## src/pss_pkg.sv

```systemverilog
package pss_pkg;
  // main clock figures
  localparam int CLK_PERIOD_NS = 100;
  // debounce qualification time
  localparam int DEBOUNCE_MS = 32;
  // debounce time in clock cycles
  localparam int DEBOUNCE_CYCLES = (DEBOUNCE_MS * 1000000) / CLK_PERIOD_NS;
  // power-up routine length in cycles
  localparam int POWERUP_CYCLES = 16;
  // reset values of the power controls
  localparam logic RST_PWR_ON = 1'b0;
  // switch level that counts as a press or slider on
  localparam logic SW_ACTIVE = 1'b0;
  // strap level that selects push-button
  localparam logic STRAP_PUSH = 1'b1;
  // controller states
  typedef enum logic [1:0] {
    PSS_SLEEP,
    PSS_POWERUP,
    PSS_NORMAL
  } pss_state_e;
endpackage

```

## src/pss_if.sv

```systemverilog
`timescale 1ns/1ps
// carries the debounced press between filter and controller
interface pss_if;
  logic press; // one-cycle pulse per qualified press
  logic clear; // restart the filter
  modport filt (output press, input clear);
  modport ctrl (input press, output clear);
endinterface

```

## src/pss_debounce.sv

```systemverilog
`timescale 1ns/1ps
// push-button press qualifier
module pss_debounce
  import pss_pkg::*;
#(
  parameter int CYCLES = DEBOUNCE_CYCLES
) (
  input wire logic clk,
  input wire logic rst,
  input wire logic sw_level,
  pss_if.filt bus
);
  initial begin
    if (CYCLES < 2) begin
      $error("debounce count too small");
    end
  end
  localparam int CW = $clog2(CYCLES + 1);
  logic [CW-1:0] cnt; // cycles the press has held
  logic fired; // press already reported
  logic [CW-1:0] next_cnt;
  logic next_fired;
  logic next_press;
  logic press_q;
  // count a held press, restart on release
  always_comb begin
    next_cnt = cnt;
    next_fired = fired;
    next_press = 1'b0;
    if (bus.clear || sw_level != SW_ACTIVE) begin
      next_cnt = '0;
      next_fired = 1'b0;
    end else if (!fired) begin
      if (cnt == CW'(CYCLES - 1)) begin
        next_press = 1'b1;
        next_fired = 1'b1;
      end else begin
        next_cnt = cnt + 1'b1;
      end
    end
  end
  // register filter state
  always_ff @(posedge clk or posedge rst) begin
    if (rst) begin
      cnt <= '0;
      fired <= 1'b0;
      press_q <= 1'b0;
    end else begin
      cnt <= next_cnt;
      fired <= next_fired;
      press_q <= next_press;
    end
  end
  assign bus.press = press_q;
  // press needs the full hold time
  a_press_after_hold: assert property (@(posedge clk) disable iff (rst)
    $rose(press_q) |-> $past(cnt) == CW'(CYCLES - 1))
    else $error("press without full hold");
endmodule

```

## src/pss_ctrl.sv

```systemverilog
`timescale 1ns/1ps
// How it works
// - strap low slider, high push-button
// - 32 ms debounced press toggles power
// - same press time for on and off
// - slider low turns on, starts power-up
// - slider level directly sets power state
// - sleep keeps supervisor/charger, regulator boost off
// - after power-up enter normal state
// - processor hold falling edge powers down, once hold was high during power-up
module pss_ctrl
  import pss_pkg::*;
#(
  parameter int DEB_CYCLES = DEBOUNCE_CYCLES,
  parameter int UP_CYCLES = POWERUP_CYCLES
) (
  input wire logic clk,
  input wire logic rst,
  input wire logic switch_in,
  input wire logic switch_type_strap,
  input wire logic hold_in,
  output logic regulator_enable,
  output logic boost_enable,
  output logic supervisor_enable,
  output logic charger_enable,
  output logic powered,
  output logic powerup_active
);
  // refuse a power-up length the timer cannot count
  initial begin
    if (UP_CYCLES < 1) begin
      $error("power-up length too small");
    end
  end
  // width of the power-up timer
  localparam int UW = $clog2(UP_CYCLES + 1);
  logic sw_m; // switch pin, first stage
  logic sw_s; // switch pin, settled
  logic st_m; // strap, first stage
  logic st_s; // strap, settled
  logic hd_m; // hold line, first stage
  logic hd_s; // hold line, settled
  // input synchronisers, first stage read only by second
  always_ff @(posedge clk or posedge rst) begin
    if (rst) begin
      // switch idles released, strap and hold low
      sw_m <= 1'b1;
      sw_s <= 1'b1;
      st_m <= 1'b0;
      st_s <= 1'b0;
      hd_m <= 1'b0;
      hd_s <= 1'b0;
    end else begin
      sw_m <= switch_in;
      sw_s <= sw_m;
      st_m <= switch_type_strap;
      st_s <= st_m;
      hd_m <= hold_in;
      hd_s <= hd_m;
    end
  end
  // link to the press filter
  pss_if dbi();
  // shared filter gives one on/off time
  pss_debounce #(.CYCLES(DEB_CYCLES)) u_deb (
    .clk(clk),
    .rst(rst),
    .sw_level(sw_s),
    .bus(dbi)
  );
  pss_state_e state; // power state
  pss_state_e next_state; // power state to come
  logic push_mode; // strap caught at wake
  logic next_push_mode; // strap as seen in sleep
  logic [UW-1:0] up_cnt; // power-up timer
  logic [UW-1:0] next_up_cnt; // power-up timer to come
  logic hold_q; // delayed hold for edge
  logic next_hold_q; // settled hold level
  logic hold_armed; // hold seen high during power-up
  logic next_hold_armed; // arming to come
  logic hold_fall; // hold dropped this cycle
  // falling edge of the settled hold line
  assign hold_fall = hold_q && !hd_s;
  // next state of the sequencer
  always_comb begin
    next_state = state;
    next_push_mode = push_mode;
    next_up_cnt = up_cnt;
    next_hold_q = hd_s;
    next_hold_armed = hold_armed;
    dbi.clear = 1'b0;
    case (state)
      // asleep: catch strap, wait for a wake request
      PSS_SLEEP: begin
        next_hold_armed = 1'b0;
        next_push_mode = (st_s == STRAP_PUSH);
        if (st_s == STRAP_PUSH) begin
          if (dbi.press) begin
            next_state = PSS_POWERUP;
            next_up_cnt = '0;
          end
        end else if (sw_s == SW_ACTIVE) begin
          next_state = PSS_POWERUP;
          next_up_cnt = '0;
        end
      end
      // waking: count out the power-up routine
      PSS_POWERUP: begin
        if (hd_s) begin
          next_hold_armed = 1'b1;
        end
        if (!push_mode && sw_s != SW_ACTIVE) begin
          next_state = PSS_SLEEP;
        end else if (up_cnt == UW'(UP_CYCLES - 1)) begin
          next_state = PSS_NORMAL;
        end else begin
          next_up_cnt = up_cnt + 1'b1;
        end
      end
      // running: watch for an off request
      PSS_NORMAL: begin
        if (hold_armed && hold_fall) begin
          next_state = PSS_SLEEP;
          dbi.clear = 1'b1;
        end else if (push_mode && dbi.press) begin
          next_state = PSS_SLEEP;
        end else if (!push_mode && sw_s != SW_ACTIVE) begin
          next_state = PSS_SLEEP;
        end
      end
      // unused code falls back to sleep
      default: begin
        next_state = PSS_SLEEP;
      end
    endcase
  end
  // register sequencer state
  always_ff @(posedge clk or posedge rst) begin
    if (rst) begin
      // reset: asleep, timer cleared
      state <= PSS_SLEEP;
      push_mode <= 1'b0;
      up_cnt <= '0;
      hold_q <= 1'b0;
      hold_armed <= 1'b0;
    end else begin
      state <= next_state;
      push_mode <= next_push_mode;
      up_cnt <= next_up_cnt;
      hold_q <= next_hold_q;
      hold_armed <= next_hold_armed;
    end
  end
  // supply enables, registered
  always_ff @(posedge clk or posedge rst) begin
    if (rst) begin
      // reset: every switched supply off
      regulator_enable <= RST_PWR_ON;
      boost_enable <= RST_PWR_ON;
      powered <= RST_PWR_ON;
      powerup_active <= 1'b0;
    end else begin
      regulator_enable <= (next_state != PSS_SLEEP);
      boost_enable <= (next_state == PSS_NORMAL);
      powered <= (next_state != PSS_SLEEP);
      powerup_active <= (next_state == PSS_POWERUP);
    end
  end
  // always-on domains stay alive in sleep
  assign supervisor_enable = 1'b1;
  assign charger_enable = 1'b1;
  // checks on the sequencer and its outputs
  // supplies stay off while asleep
  a_sleep_supplies_off: assert property (@(posedge clk) disable iff (rst)
    state == PSS_SLEEP && $past(state) == PSS_SLEEP |-> !regulator_enable && !boost_enable)
    else $error("supply on in sleep");
  // slider pulled low leaves sleep
  a_slider_wakes: assert property (@(posedge clk) disable iff (rst)
    state == PSS_SLEEP && !st_s && !sw_s |=> state == PSS_POWERUP && regulator_enable)
    else $error("slider did not wake");
  // slider released powers off
  a_slider_off: assert property (@(posedge clk) disable iff (rst)
    state != PSS_SLEEP && !push_mode && sw_s |=> state == PSS_SLEEP)
    else $error("slider off ignored");
  // slider released keeps it asleep
  a_slider_stays_off: assert property (@(posedge clk) disable iff (rst)
    state == PSS_SLEEP && st_s != STRAP_PUSH && sw_s != SW_ACTIVE |=> state == PSS_SLEEP)
    else $error("slider off woke up");
  // qualified press wakes
  a_push_toggle_on: assert property (@(posedge clk) disable iff (rst)
    state == PSS_SLEEP && st_s && dbi.press |=> state == PSS_POWERUP)
    else $error("press did not power on");
  // no press, no wake in push mode
  a_push_needs_press: assert property (@(posedge clk) disable iff (rst)
    state == PSS_SLEEP && st_s == STRAP_PUSH && !dbi.press |=> state == PSS_SLEEP)
    else $error("woke without press");
  // same press puts it to sleep
  a_push_toggle_off: assert property (@(posedge clk) disable iff (rst)
    state == PSS_NORMAL && push_mode && dbi.press |=> state == PSS_SLEEP)
    else $error("press did not power off");
  // routine ends in normal
  a_powerup_len: assert property (@(posedge clk) disable iff (rst)
    state == PSS_POWERUP && up_cnt == UW'(UP_CYCLES - 1) && (push_mode || !sw_s)
    |=> state == PSS_NORMAL && boost_enable)
    else $error("normal not entered");
  // regulator only during power-up
  a_powerup_supplies: assert property (@(posedge clk) disable iff (rst)
    state == PSS_POWERUP |-> regulator_enable && powered && powerup_active && !boost_enable)
    else $error("wrong supplies in power-up");
  // both converters on when running
  a_normal_supplies: assert property (@(posedge clk) disable iff (rst)
    state == PSS_NORMAL |-> regulator_enable && boost_enable && powered && !powerup_active)
    else $error("wrong supplies in normal");
  // armed hold fall powers down
  a_hold_fall_off: assert property (@(posedge clk) disable iff (rst)
    state == PSS_NORMAL && hold_armed && hold_fall |=> state == PSS_SLEEP)
    else $error("hold fall ignored");
  // strap latched while asleep
  a_strap_mode: assert property (@(posedge clk) disable iff (rst)
    state == PSS_SLEEP |=> push_mode == $past(st_s))
    else $error("strap not caught");
endmodule

```

## config.mk

```make
export PLATFORM = sky130hd
export DESIGN_NAME = pss_ctrl
export DESIGN_NICKNAME = d
export VERILOG_FILES = /design/src/pss_pkg.sv /design/src/pss_if.sv /design/src/pss_debounce.sv /design/src/pss_ctrl.sv
export SDC_FILE = /design/constraint.sdc
export NUM_CORES = 1
export LEC_CHECK = 0
export BUFFER_PORTS_ARGS = -buffer_cell sky130_fd_sc_hd__buf_2
export CAP_MARGIN = 40
export CORE_ASPECT_RATIO = 0.7
export CORE_MARGIN = 4
export CORE_UTILIZATION = 50
export CTS_CLUSTER_SIZE = 40
export DETAILED_ROUTE_END_ITERATION = 10
export GPL_ROUTABILITY_DRIVEN = 0
export PLACE_DENSITY = 0.65
export SETUP_SLACK_MARGIN = 0.15
export SLEW_MARGIN = 20
export SYNTH_ARGS = -nofsm -noshare
export SYNTH_HDL_FRONTEND = slang
export SYNTH_HIERARCHICAL = 1
export SYNTH_SLANG_ARGS = --single-unit
```

## constraint.sdc

```tcl
create_clock -name clk -period 4.75 [get_ports clk]
set_input_delay 0.95 -clock clk [delete_from_list [all_inputs] [get_ports clk]]
set_output_delay 0.95 -clock clk [all_outputs]
set_load 0.02 [all_outputs]
```

Yosys cells after proc, flatten, opt, wreduce, memory -nomap -nowiden. Cells that the tools add are included. Widths: inputs -> output; s select.

Logic and storage cells: 72. Bits of input ports: 5. Output and inout port bits: 6. Bits in registers: 40.

Mux-type cells: 27. Eq/ne operators: 13. Add/sub/neg operators: 2. Reductions and logical operators: 13.

Operator list (count): $mux 19 (3); $mux 5 (5); $add 19x1->19 const B (1); $eq 19x19->1 const B (1); $mux 2 (8); $pmux 5 s2 (1); $mux 1 (8); $ne 2x2->1 const B (4); $pmux 2 s3 (1); $add 5x1->5 const B (1); $eq 5x4->1 const B (1); $reduce_and 5->1 (1); $eq 2x1->1 const B (2); $eq 2x2->1 const B (2); $logic_and 1x1->1 (4); $reduce_and 2->1 (2); $reduce_bool 2->1 (2); $ne 3x2->1 const B (1); $ne 3x3->1 const B (1); $logic_not 1->1 (2); $logic_not 2->1 (1); $ne 2x1->1 const B (1); $pmux 1 s2 (1); $logic_or 1x1->1 (1).

Logic depth before layout (Yosys ltp). Gate-level depths: netlist (run 1).

Depth after elaboration: 8. Gate-level depth with buffers: 7. Depth with buffers taken out: 6.

By module. The synthesis (run 1) kept the hierarchy.

Modules (own cells, without submodules): pss_debounce (instances 1, area an instance 1256.2 um^2, sequential area each 525.5 um^2, cells an instance 133); pss_ctrl (instances 1, area an instance 759.5 um^2, sequential area each 478.0 um^2, cells an instance 67).

Worst setup path after synthesis (run 1). Ideal clock, no wire load.

Kind: register to register. From: reg up_cnt[0]. To: reg up_cnt[3]. Data arrival time: 1.858 ns. Setup slack: 2.823 ns. Cell stages (with the launch flop): 8. Buffers on the path: 1. Setup time: 0.069 ns. Data required time: 4.681 ns. Period minus slack after synthesis: 1.927 ns. Path through: dfrtp_1 > ha_1 > and3_1 > ha_1 > or3_1 > clkbuf_2 > or3_1 > nand3_1.

Cells in the longest elaborated chain, start to end: 4. Elaborated cells between the ends (all ways): 7. Classes of those cells: add/sub (1); eq/ne (2); mux (3); reduce/logical (1).

RTL lines: start: declaration (line pss_ctrl.sv:75) `logic [UW-1:0] up_cnt;`; start signal: assignment (line pss_ctrl.sv:149) `up_cnt <= next_up_cnt;`; $add 5x1->5 (line pss_ctrl.sv:117) `next_up_cnt = up_cnt + 1'b1;`; $mux 5 (line pss_ctrl.sv:114) `end else if (up_cnt == UW'(UP_CYCLES - 1)) begin`; $mux 5 (line pss_ctrl.sv:112) `if (!push_mode && sw_s != SW_ACTIVE) begin`; $pmux 5 s2 (line pss_ctrl.sv:92) `case (state)`.

Several ways; a longest one is shown, not always the timed one. The select of a mux whose other input is x is not followed. A chain may end at the register's enable or synchronous reset.

Worst setup path after layout (run 1).
From: reg u_deb.cnt[9]. To: reg u_deb.cnt[0].

Cells in the longest elaborated chain, start to end: 3.

RTL lines: start: declaration (line pss_debounce.sv:19) `logic [CW-1:0] cnt;`; start signal: assignment (line pss_debounce.sv:49) `cnt <= next_cnt;`; $eq 19x19->1 (line pss_debounce.sv:34) `if (cnt == CW'(CYCLES - 1)) begin`; $ne 2x1->1 (no line); $reduce_and 2->1 (no line).

Every way passes these cells.

==> summary.md, run 1 <==
| Metric | Value |
|---|---|
| Outcome | finished, final reports clean |
| Finish-stage setup viols | 0 |
| IO Port Bufs | 8 |
| Fraction of layout cells with a size suffix above 1 | 13.0% |
| Crit path DAT | 2.29 ns |
| Setup crit end | u_deb/cnt[0] |
| DR iter-0 viols | 132 |
| Final TNS setup | 0 ns |
| CP Capture Type | flop |
| Post-synth cell types | 50 |
| Final hold violations | 0 |
| Vias | 1,530 |
| CTS root buf | clkbuf_8 |
| Synth Area in XOR/XNOR | 0% |
| Largest registers | u_deb/cnt: 19 flops, up_cnt: 5 flops, state: 2 flops |
| Fmax | 0.470 GHz |
| CP max stage delay | 0.61 ns |
| Synth Area per Inst | 10.1 um^2 |
| DR vias/cell | 5.88 |
| Flop-to-flop setup slack | 2.62 ns |
| Leading area contributor after synthesis | dfrtp_1 |
| Reg with most FFs | u_deb/cnt |
| Hold wc startpoint | st_m |
| Post-synthesis async set-or-reset flop share | 100% |
| Largest net degree at the start of global routing | 22 |
| Die Y | 61.1 um |
| Total global-route track usage | 17.3% |
| Adder-Cell Fraction of Synth Area | 2.48% |
| Mapped Cells | 200 |
| CTS clk-pin slew, worst paths | 0.08 ns |
| Vias in the first global route | 1,404 |
| Area Growth Syn to Fin | 8.81% |
| Core area | 0.00390 mm^2 |
| Fin crit share | 44.8% |
| Simple-gate share of the synthesized area | 26.7% |
| Nets@finish | 216 |
| CTS tree | yes |
| Num CTS Buffers | 5 |
| Initial antenna violation count | 0 |
| Crit start category | flop |
| FF-to-FF End | u_deb/cnt[0] |
| Row cnt | 19 |
| # DRC | 0 |
| Sink Count | 40 |
| Total grt overflow | 0 |
| Reg-to-Reg Start | u_deb/cnt[9] |
| CP max FO | 11 |
| MaxCap Viol Count | 0 |
| Critical path class | flop to flop |
| Pleak | 0.931 nW |
| Clk buf depth | 2 |
| Crit-path cells | or4b_4, nor4_4, a21oi_2, mux2i_1 |
| Fraction of synthesized area in multiplexers | 5.52% |
| Total power of the final layout | 0.825 mW |
| WL final | 4010 um |
| Post-synthesis cell area | 0.00202 mm^2 |
| Fin area | 0.00219 mm^2 |
| Post-CTS Hold Fix Bufs | 0 |
| #FFs+latches synth | 40 |
| Final worst slack | 2.62 ns |
| Setup Buffers After CTS | 0 |
| Post-CTS sizing | 0 |
| Synth Area in Compound Gates | 11.2% |
| Die width | 83.9 um |
| Hold slack | 0.355 ns |
| Ys Warns | 6 |
| Post-synth EDFFs | 0 |
| CP Data Required Time | 4.91 ns |
| Setup Skew | 0.00959 ns |
| RSZ-0062 raised after global routing | no |
| TritonRoute pass-1 iters | 4 |
| Synth area leaders | dfrtp_1, mux2i_1, nand2_1, or3_1, dfstp_2 |
| Worst Tran Pin Value | 0.705 ns |
| Worst slew margin | 53.0% |
| Tmin final | 2.13 ns |
| Placed inst area | 0.00207 mm^2 |
| Sequential share of the synthesized area | 49.8% |
| Yosys top cell area share | 47.2% |
| Max FFs per register | 19 |
| Crit path from | u_deb/cnt[9] |
| Largest family of logic cells by synthesized area | simple AND/OR/NAND/NOR gates |
| Pre-CTS setup slack | 2.62 ns |
| Hpwl dp | 2880 um |
| Clk_lat worst skew | 0.29 ns |
| First-pass GRT wire length | 6840 um |
| Worst Reg-to-Reg Cells | 4 |
| Fin. max-slew vios | 0 |
| Antenna Cells | 0 |
| Top-level I/O count | 11 |
| DR WL/cell | 15.4 um |
| Pwr Density | 376 mW/mm^2 |
| H-tree levels | 2 |
| Worst hold path type | flop to flop |
| Initial Util | 51.7% |
| Full die area | 0.00513 mm^2 |
| Antenna Nets Post-Route | 0 |
| Crit-path slowest cell | nor4_4 |
| Most used flip-flop cell after synthesis | dfrtp_1 |
| VDD IR max | 0.264 mV |
## routing by layer
metal,global-route usage [%],part of all wire (%)
met3,4.14,7.7
met2,25.9,42
met4,4.82,0.62
met5,0,0
met1,25.5,50
## power by group
part           switching (mW)  leakage, nW  internal (mW)
Sequential             0.0316        0.525          0.381
Combinational          0.0878        0.351         0.0538
Clock                   0.115       0.0552          0.156
Total                   0.234        0.931          0.591
## placed cells by master (no fill, tap or decap), drive strengths merged, types with 4 or more instances in the layout
| cell | n |
|---|---|
| a211oi | 4 |
| dfrtp | 38 |
| or3 | 15 |
| o21ai | 7 |
| inv | 6 |
| nand2 | 25 |
| nand3 | 8 |
| ha | 4 |
| nand4 | 5 |
| nor2 | 9 |
| clkbuf | 6 |
| a21oi | 11 |
| buf | 10 |
| mux2i | 10 |
| or4 | 5 |
## per-stage QoR
step | util, % | cells
floorplan | - | 201
global placement | 52.9 | 250
detailed placement | 53.1 | 251
CTS | 55.9 | 259
global route | 56.3 | 260
finish | 56.3 | 260
## how the worst min path moves through the flow
stage	slack [ns]	cells after the start	endpoint
6_report	0.36	0	st_s
5_1_grt	0.37	0	sw_s
4_1_cts	0.36	0	hd_s
3_5_place_dp	0.34	0	hd_s
3_3_place_gp	0.33	0	hd_s
2_1_floorplan	0.33	0	hd_s
## synthesized netlist by cell type (all sizes together), types with 3 or more instances
cell     n
mux2i   10
a21oi   11
nand2   25
nor4     3
or4      5
ha       4
buf      5
o21ai    7
nand3    8
and2     3
clkbuf   6
nand4    5
nor2     9
inv      6
or3     15
a211oi   4
dfrtp   38
and3     3
## kinds of logic (layout without fill, tap and decap cells)
| logic type | Yosys count | after routing |
|---|---|---|
| and+or+nand+nor | 92 | 92 |
| DFF | 40 | 40 |
| AOI/OAI and AO/OA | 35 | 35 |
| buffers and inverters | 17 | 24 |
| muxes | 11 | 11 |
| adders and majority gates | 4 | 4 |
| other | 1 | 2 |
## cell type report
type / instances / area (um^2)
fill: 338 / 1710
sequential: 40 / 1000
multi-input combinational: 144 / 932
clock buffer: 6 / 72.6
tap: 52 / 65.1
timing repair buffer: 10 / 62.6
clock inverter: 2 / 35.0
inverter: 6 / 22.5
## worst max-delay path, delay by kind of cell, from the launching register on
| kind | cells | cell delay [ns] |
|---|---|---|
| DFF | 1 | 0.44 |
| and+or+nand+nor | 2 | 1.20 |
| AOI/OAI and AO/OA | 1 | 0.20 |
| muxes | 1 | 0.16 |
Note: power is estimated with default switching activity, not from simulation.
==> run 2: changes to the inputs <==
--- a/config.mk
+++ b/config.mk
@@ -13,7 +13,7 @@
 export CTS_CLUSTER_SIZE = 40
 export DETAILED_ROUTE_END_ITERATION = 10
 export GPL_ROUTABILITY_DRIVEN = 0
-export PLACE_DENSITY = 0.65
+export PLACE_DENSITY = 0.68
 export SETUP_SLACK_MARGIN = 0.15
 export SLEW_MARGIN = 20
 export SYNTH_ARGS = -nofsm -noshare
==> constraint.sdc (replaced) <==
create_clock -name clk -period 1.79 [get_ports clk]
set_input_delay 0.358 -clock clk [delete_from_list [all_inputs] [get_ports clk]]
set_output_delay 0.358 -clock clk [all_outputs]
set_load 0.02 [all_outputs]
==> run 2 against run 1 <==
The run now ends with setup timing left. First-iteration DRC count is 42% higher. Total power grew to 3.2 times the previous value. Clock power grew to 3.2 times the previous value. Setup slack worse by 2.6 ns. Register-to-register slack worse by 2.6 ns. Utilization is 11 points higher. Die area stayed put. Global-route usage is 3.2 points higher. Highest routed layer unchanged. Sequential cell count stayed put. Design area is 20% higher. Fmax is 18% higher.
==> summary.md, run 2 (same netlist as run 1, synthesis figures left out) <==
| Metric | Value |
|---|---|
| Worst Tran Pin Value | 0.697 ns (-0.00770 ns) |
| Reg with most FFs | u_deb/cnt |
| Finish-stage setup viols | 1 (+1) |
| Crit path DAT | 2.03 ns (-0.26 ns) |
| DR iter-0 viols | 187 (+42%) |
| Failing checks | setup timing |
| Hpwl dp | 3220 um (+12%) |
| Num CTS Buffers | 5 (unchanged) |
| Vias in the first global route | 1,686 (+20%) |
| Fin cells | 290 (+12%) |
| Total grt overflow | 0 (unchanged) |
| Top-level I/O count | 11 (unchanged) |
| Antenna Nets Post-Route | 0 (unchanged) |
| Pleak | 1.11 nW (+19%) |
| Total global-route track usage | 20.6% (+3.2 points) |
| Worst hold path type | input port to async pin |
| Final hold violations | 0 (unchanged) |
| CTS root buf | clkbuf_8 |
| CTS clk-pin slew, worst paths | 0.08 ns (about the same) |
| Fmax | 0.556 GHz (+18%) |
| Worst slew margin | 53.5% (+0.51 points) |
| Sink Count | 40 (unchanged) |
| Crit start category | flop |
| Row cnt | 19 (unchanged) |
| Outcome | complete, but fails checks |
| # DRC | 0 (unchanged) |
| Final TNS setup | -0.00887 ns (-0.00887 ns) |
| CP Capture Type | flop |
| Placed cells | 268 (+6.8%) |
| Initial Util | 51.7% (unchanged) |
| Pre-CTS setup slack | -0.0493 ns (-2.67 ns) |
| Hold slack | 0.120 ns (-0.235 ns) |
| CTS tree | yes |
| Most frequent cells in the layout | dfrtp_1, buf_4, nand2_1 |
| Critical path class | flop to flop |
| CP Data Required Time | 2.02 ns (-2.89 ns) |
| VDD IR max | 0.895 mV (+240%) |
| Die Y | 61.1 um (unchanged) |
| Initial antenna violation count | 0 (unchanged) |
| H-tree levels | 2 (unchanged) |
| First-pass GRT wire length | 8110 um (+19%) |
| Fin crit share | 100% (+56 points) |
| Clk buf depth | 2 (unchanged) |
| Largest registers | u_deb/cnt: 19 flops, up_cnt: 5 flops, state: 2 flops |
| RSZ-0062 raised after global routing | yes |
| Vias | 1,720 (+12%) |
| Fraction of layout cells with a size suffix above 1 | 35.7% (+23 points) |
| Area Growth Syn to Fin | 30.1% |
| WL final | 5080 um (+27%) |
| TritonRoute pass-1 iters | 4 (unchanged) |
| Fin. max-slew vios | 0 (unchanged) |
| DR WL/cell | 17.5 um (+13%) |
| Core area | 0.00390 mm^2 (unchanged) |
| CP max FO | 5 (-6) |
| Nets@finish | 246 (+14%) |
| Placed inst area | 0.00224 mm^2 (+8.3%) |
| Pwr Density | 1010 mW/mm^2 (+170%) |
| DR vias/cell | 5.93 (+0.79%) |
| Fin area | 0.00262 mm^2 (+20%) |
| Die width | 83.9 um (unchanged) |
| Tmin final | 1.80 ns (-0.328 ns) |
| IO Port Bufs | 8 (unchanged) |
| Commonest non-fill, non-tap cell in the layout | dfrtp_1 |
| Setup Skew | 0.00719 ns (-0.00240 ns) |
| Clk_lat worst skew | 0.29 ns (about the same) |
| Largest net degree at the start of global routing | 22 (unchanged) |
| Full die area | 0.00513 mm^2 (unchanged) |
| Antenna Cells | 0 (unchanged) |
| Max FFs per register | 19 (unchanged) |
| Final worst slack | -0.00887 ns (-2.63 ns) |
| MaxCap Viol Count | 0 (unchanged) |
==> run 2: cell types whose count changed in the layout (fill, tap and decap cells not counted), sizes merged <==
cell,delta
buf,+30
bufinv,+1
clkinv,-1
==> run 2: critical path, cell delays in order (launching register included) <==
cell     delay, ns
dfrtp_1       0.40
ha_2          0.20
and3_4        0.19
ha_4          0.15
or3_4         0.39
or3_1         0.33
nand3_1       0.07
==> run 2: through the flow <==
step	power (mW)	util (%)
final	2.64	67.3
after global routing	2.77	67.3
after CTS	2.57	64.5
after detailed placement	1.56	57.5
after global placement	1.53	57.5
after floorplan	1.41	-
==> run 2: where the power goes <==
| part | switching [mW] | leakage (nW) | internal [mW] |
|---|---|---|---|
| clock network | 0.311 | 0.0654 | 0.557 |
| registers | 0.0849 | 0.523 | 1.01 |
| logic | 0.360 | 0.524 | 0.314 |
==> run 2: final cells by class <==
| type | count | area (um^2) |
|---|---|---|
| Fill cell | 288 | 1280 |
| Multi-Input combinational cell | 144 | 1090 |
| Sequential cell | 40 | 1000 |
| Timing Repair Buffer | 40 | 304 |
| Clock buffer | 6 | 72.6 |
| Tap cell | 52 | 65.1 |
| Clock inverter | 2 | 60.1 |
| Inverter | 6 | 22.5 |
==> run 2: layer usage <==
layer | GRT usage (%) | share of wire (%) | vias up | wire (um)
met5 | 0 | 0 | - | 0
met2 | 32.7 | 46 | 84 | 2360
met1 | 27.8 | 44 | 833 | 2210
met4 | 6.19 | 1.0 | 0 | 53
met3 | 6.28 | 8.9 | 9 | 451
li1 | - | - | 794 | -
==> run 2: final timing paths <==
path                           start       endpoint  slack, ns  cells past startpoint
min                              rst  u_deb/cnt[11]       0.12                      3
max                        up_cnt[0]      up_cnt[3]     -0.009                      6
min in group clk           switch_in           sw_m       0.16                      1
min reg2reg                     st_m           st_s       0.35                      0
max reg2reg                up_cnt[0]      up_cnt[3]     -0.009                      6
max in group asynchronous        rst           hd_m       1.16                      2
==> run 2: repair_timing <==
action	4_1_cts	5_1_grt
pin swaps	7	8
setup buffers	8	6
gates cloned	0	0
resized for setup	20	16
hold buffers	0	0
endpoints found under the setup margin	20	26
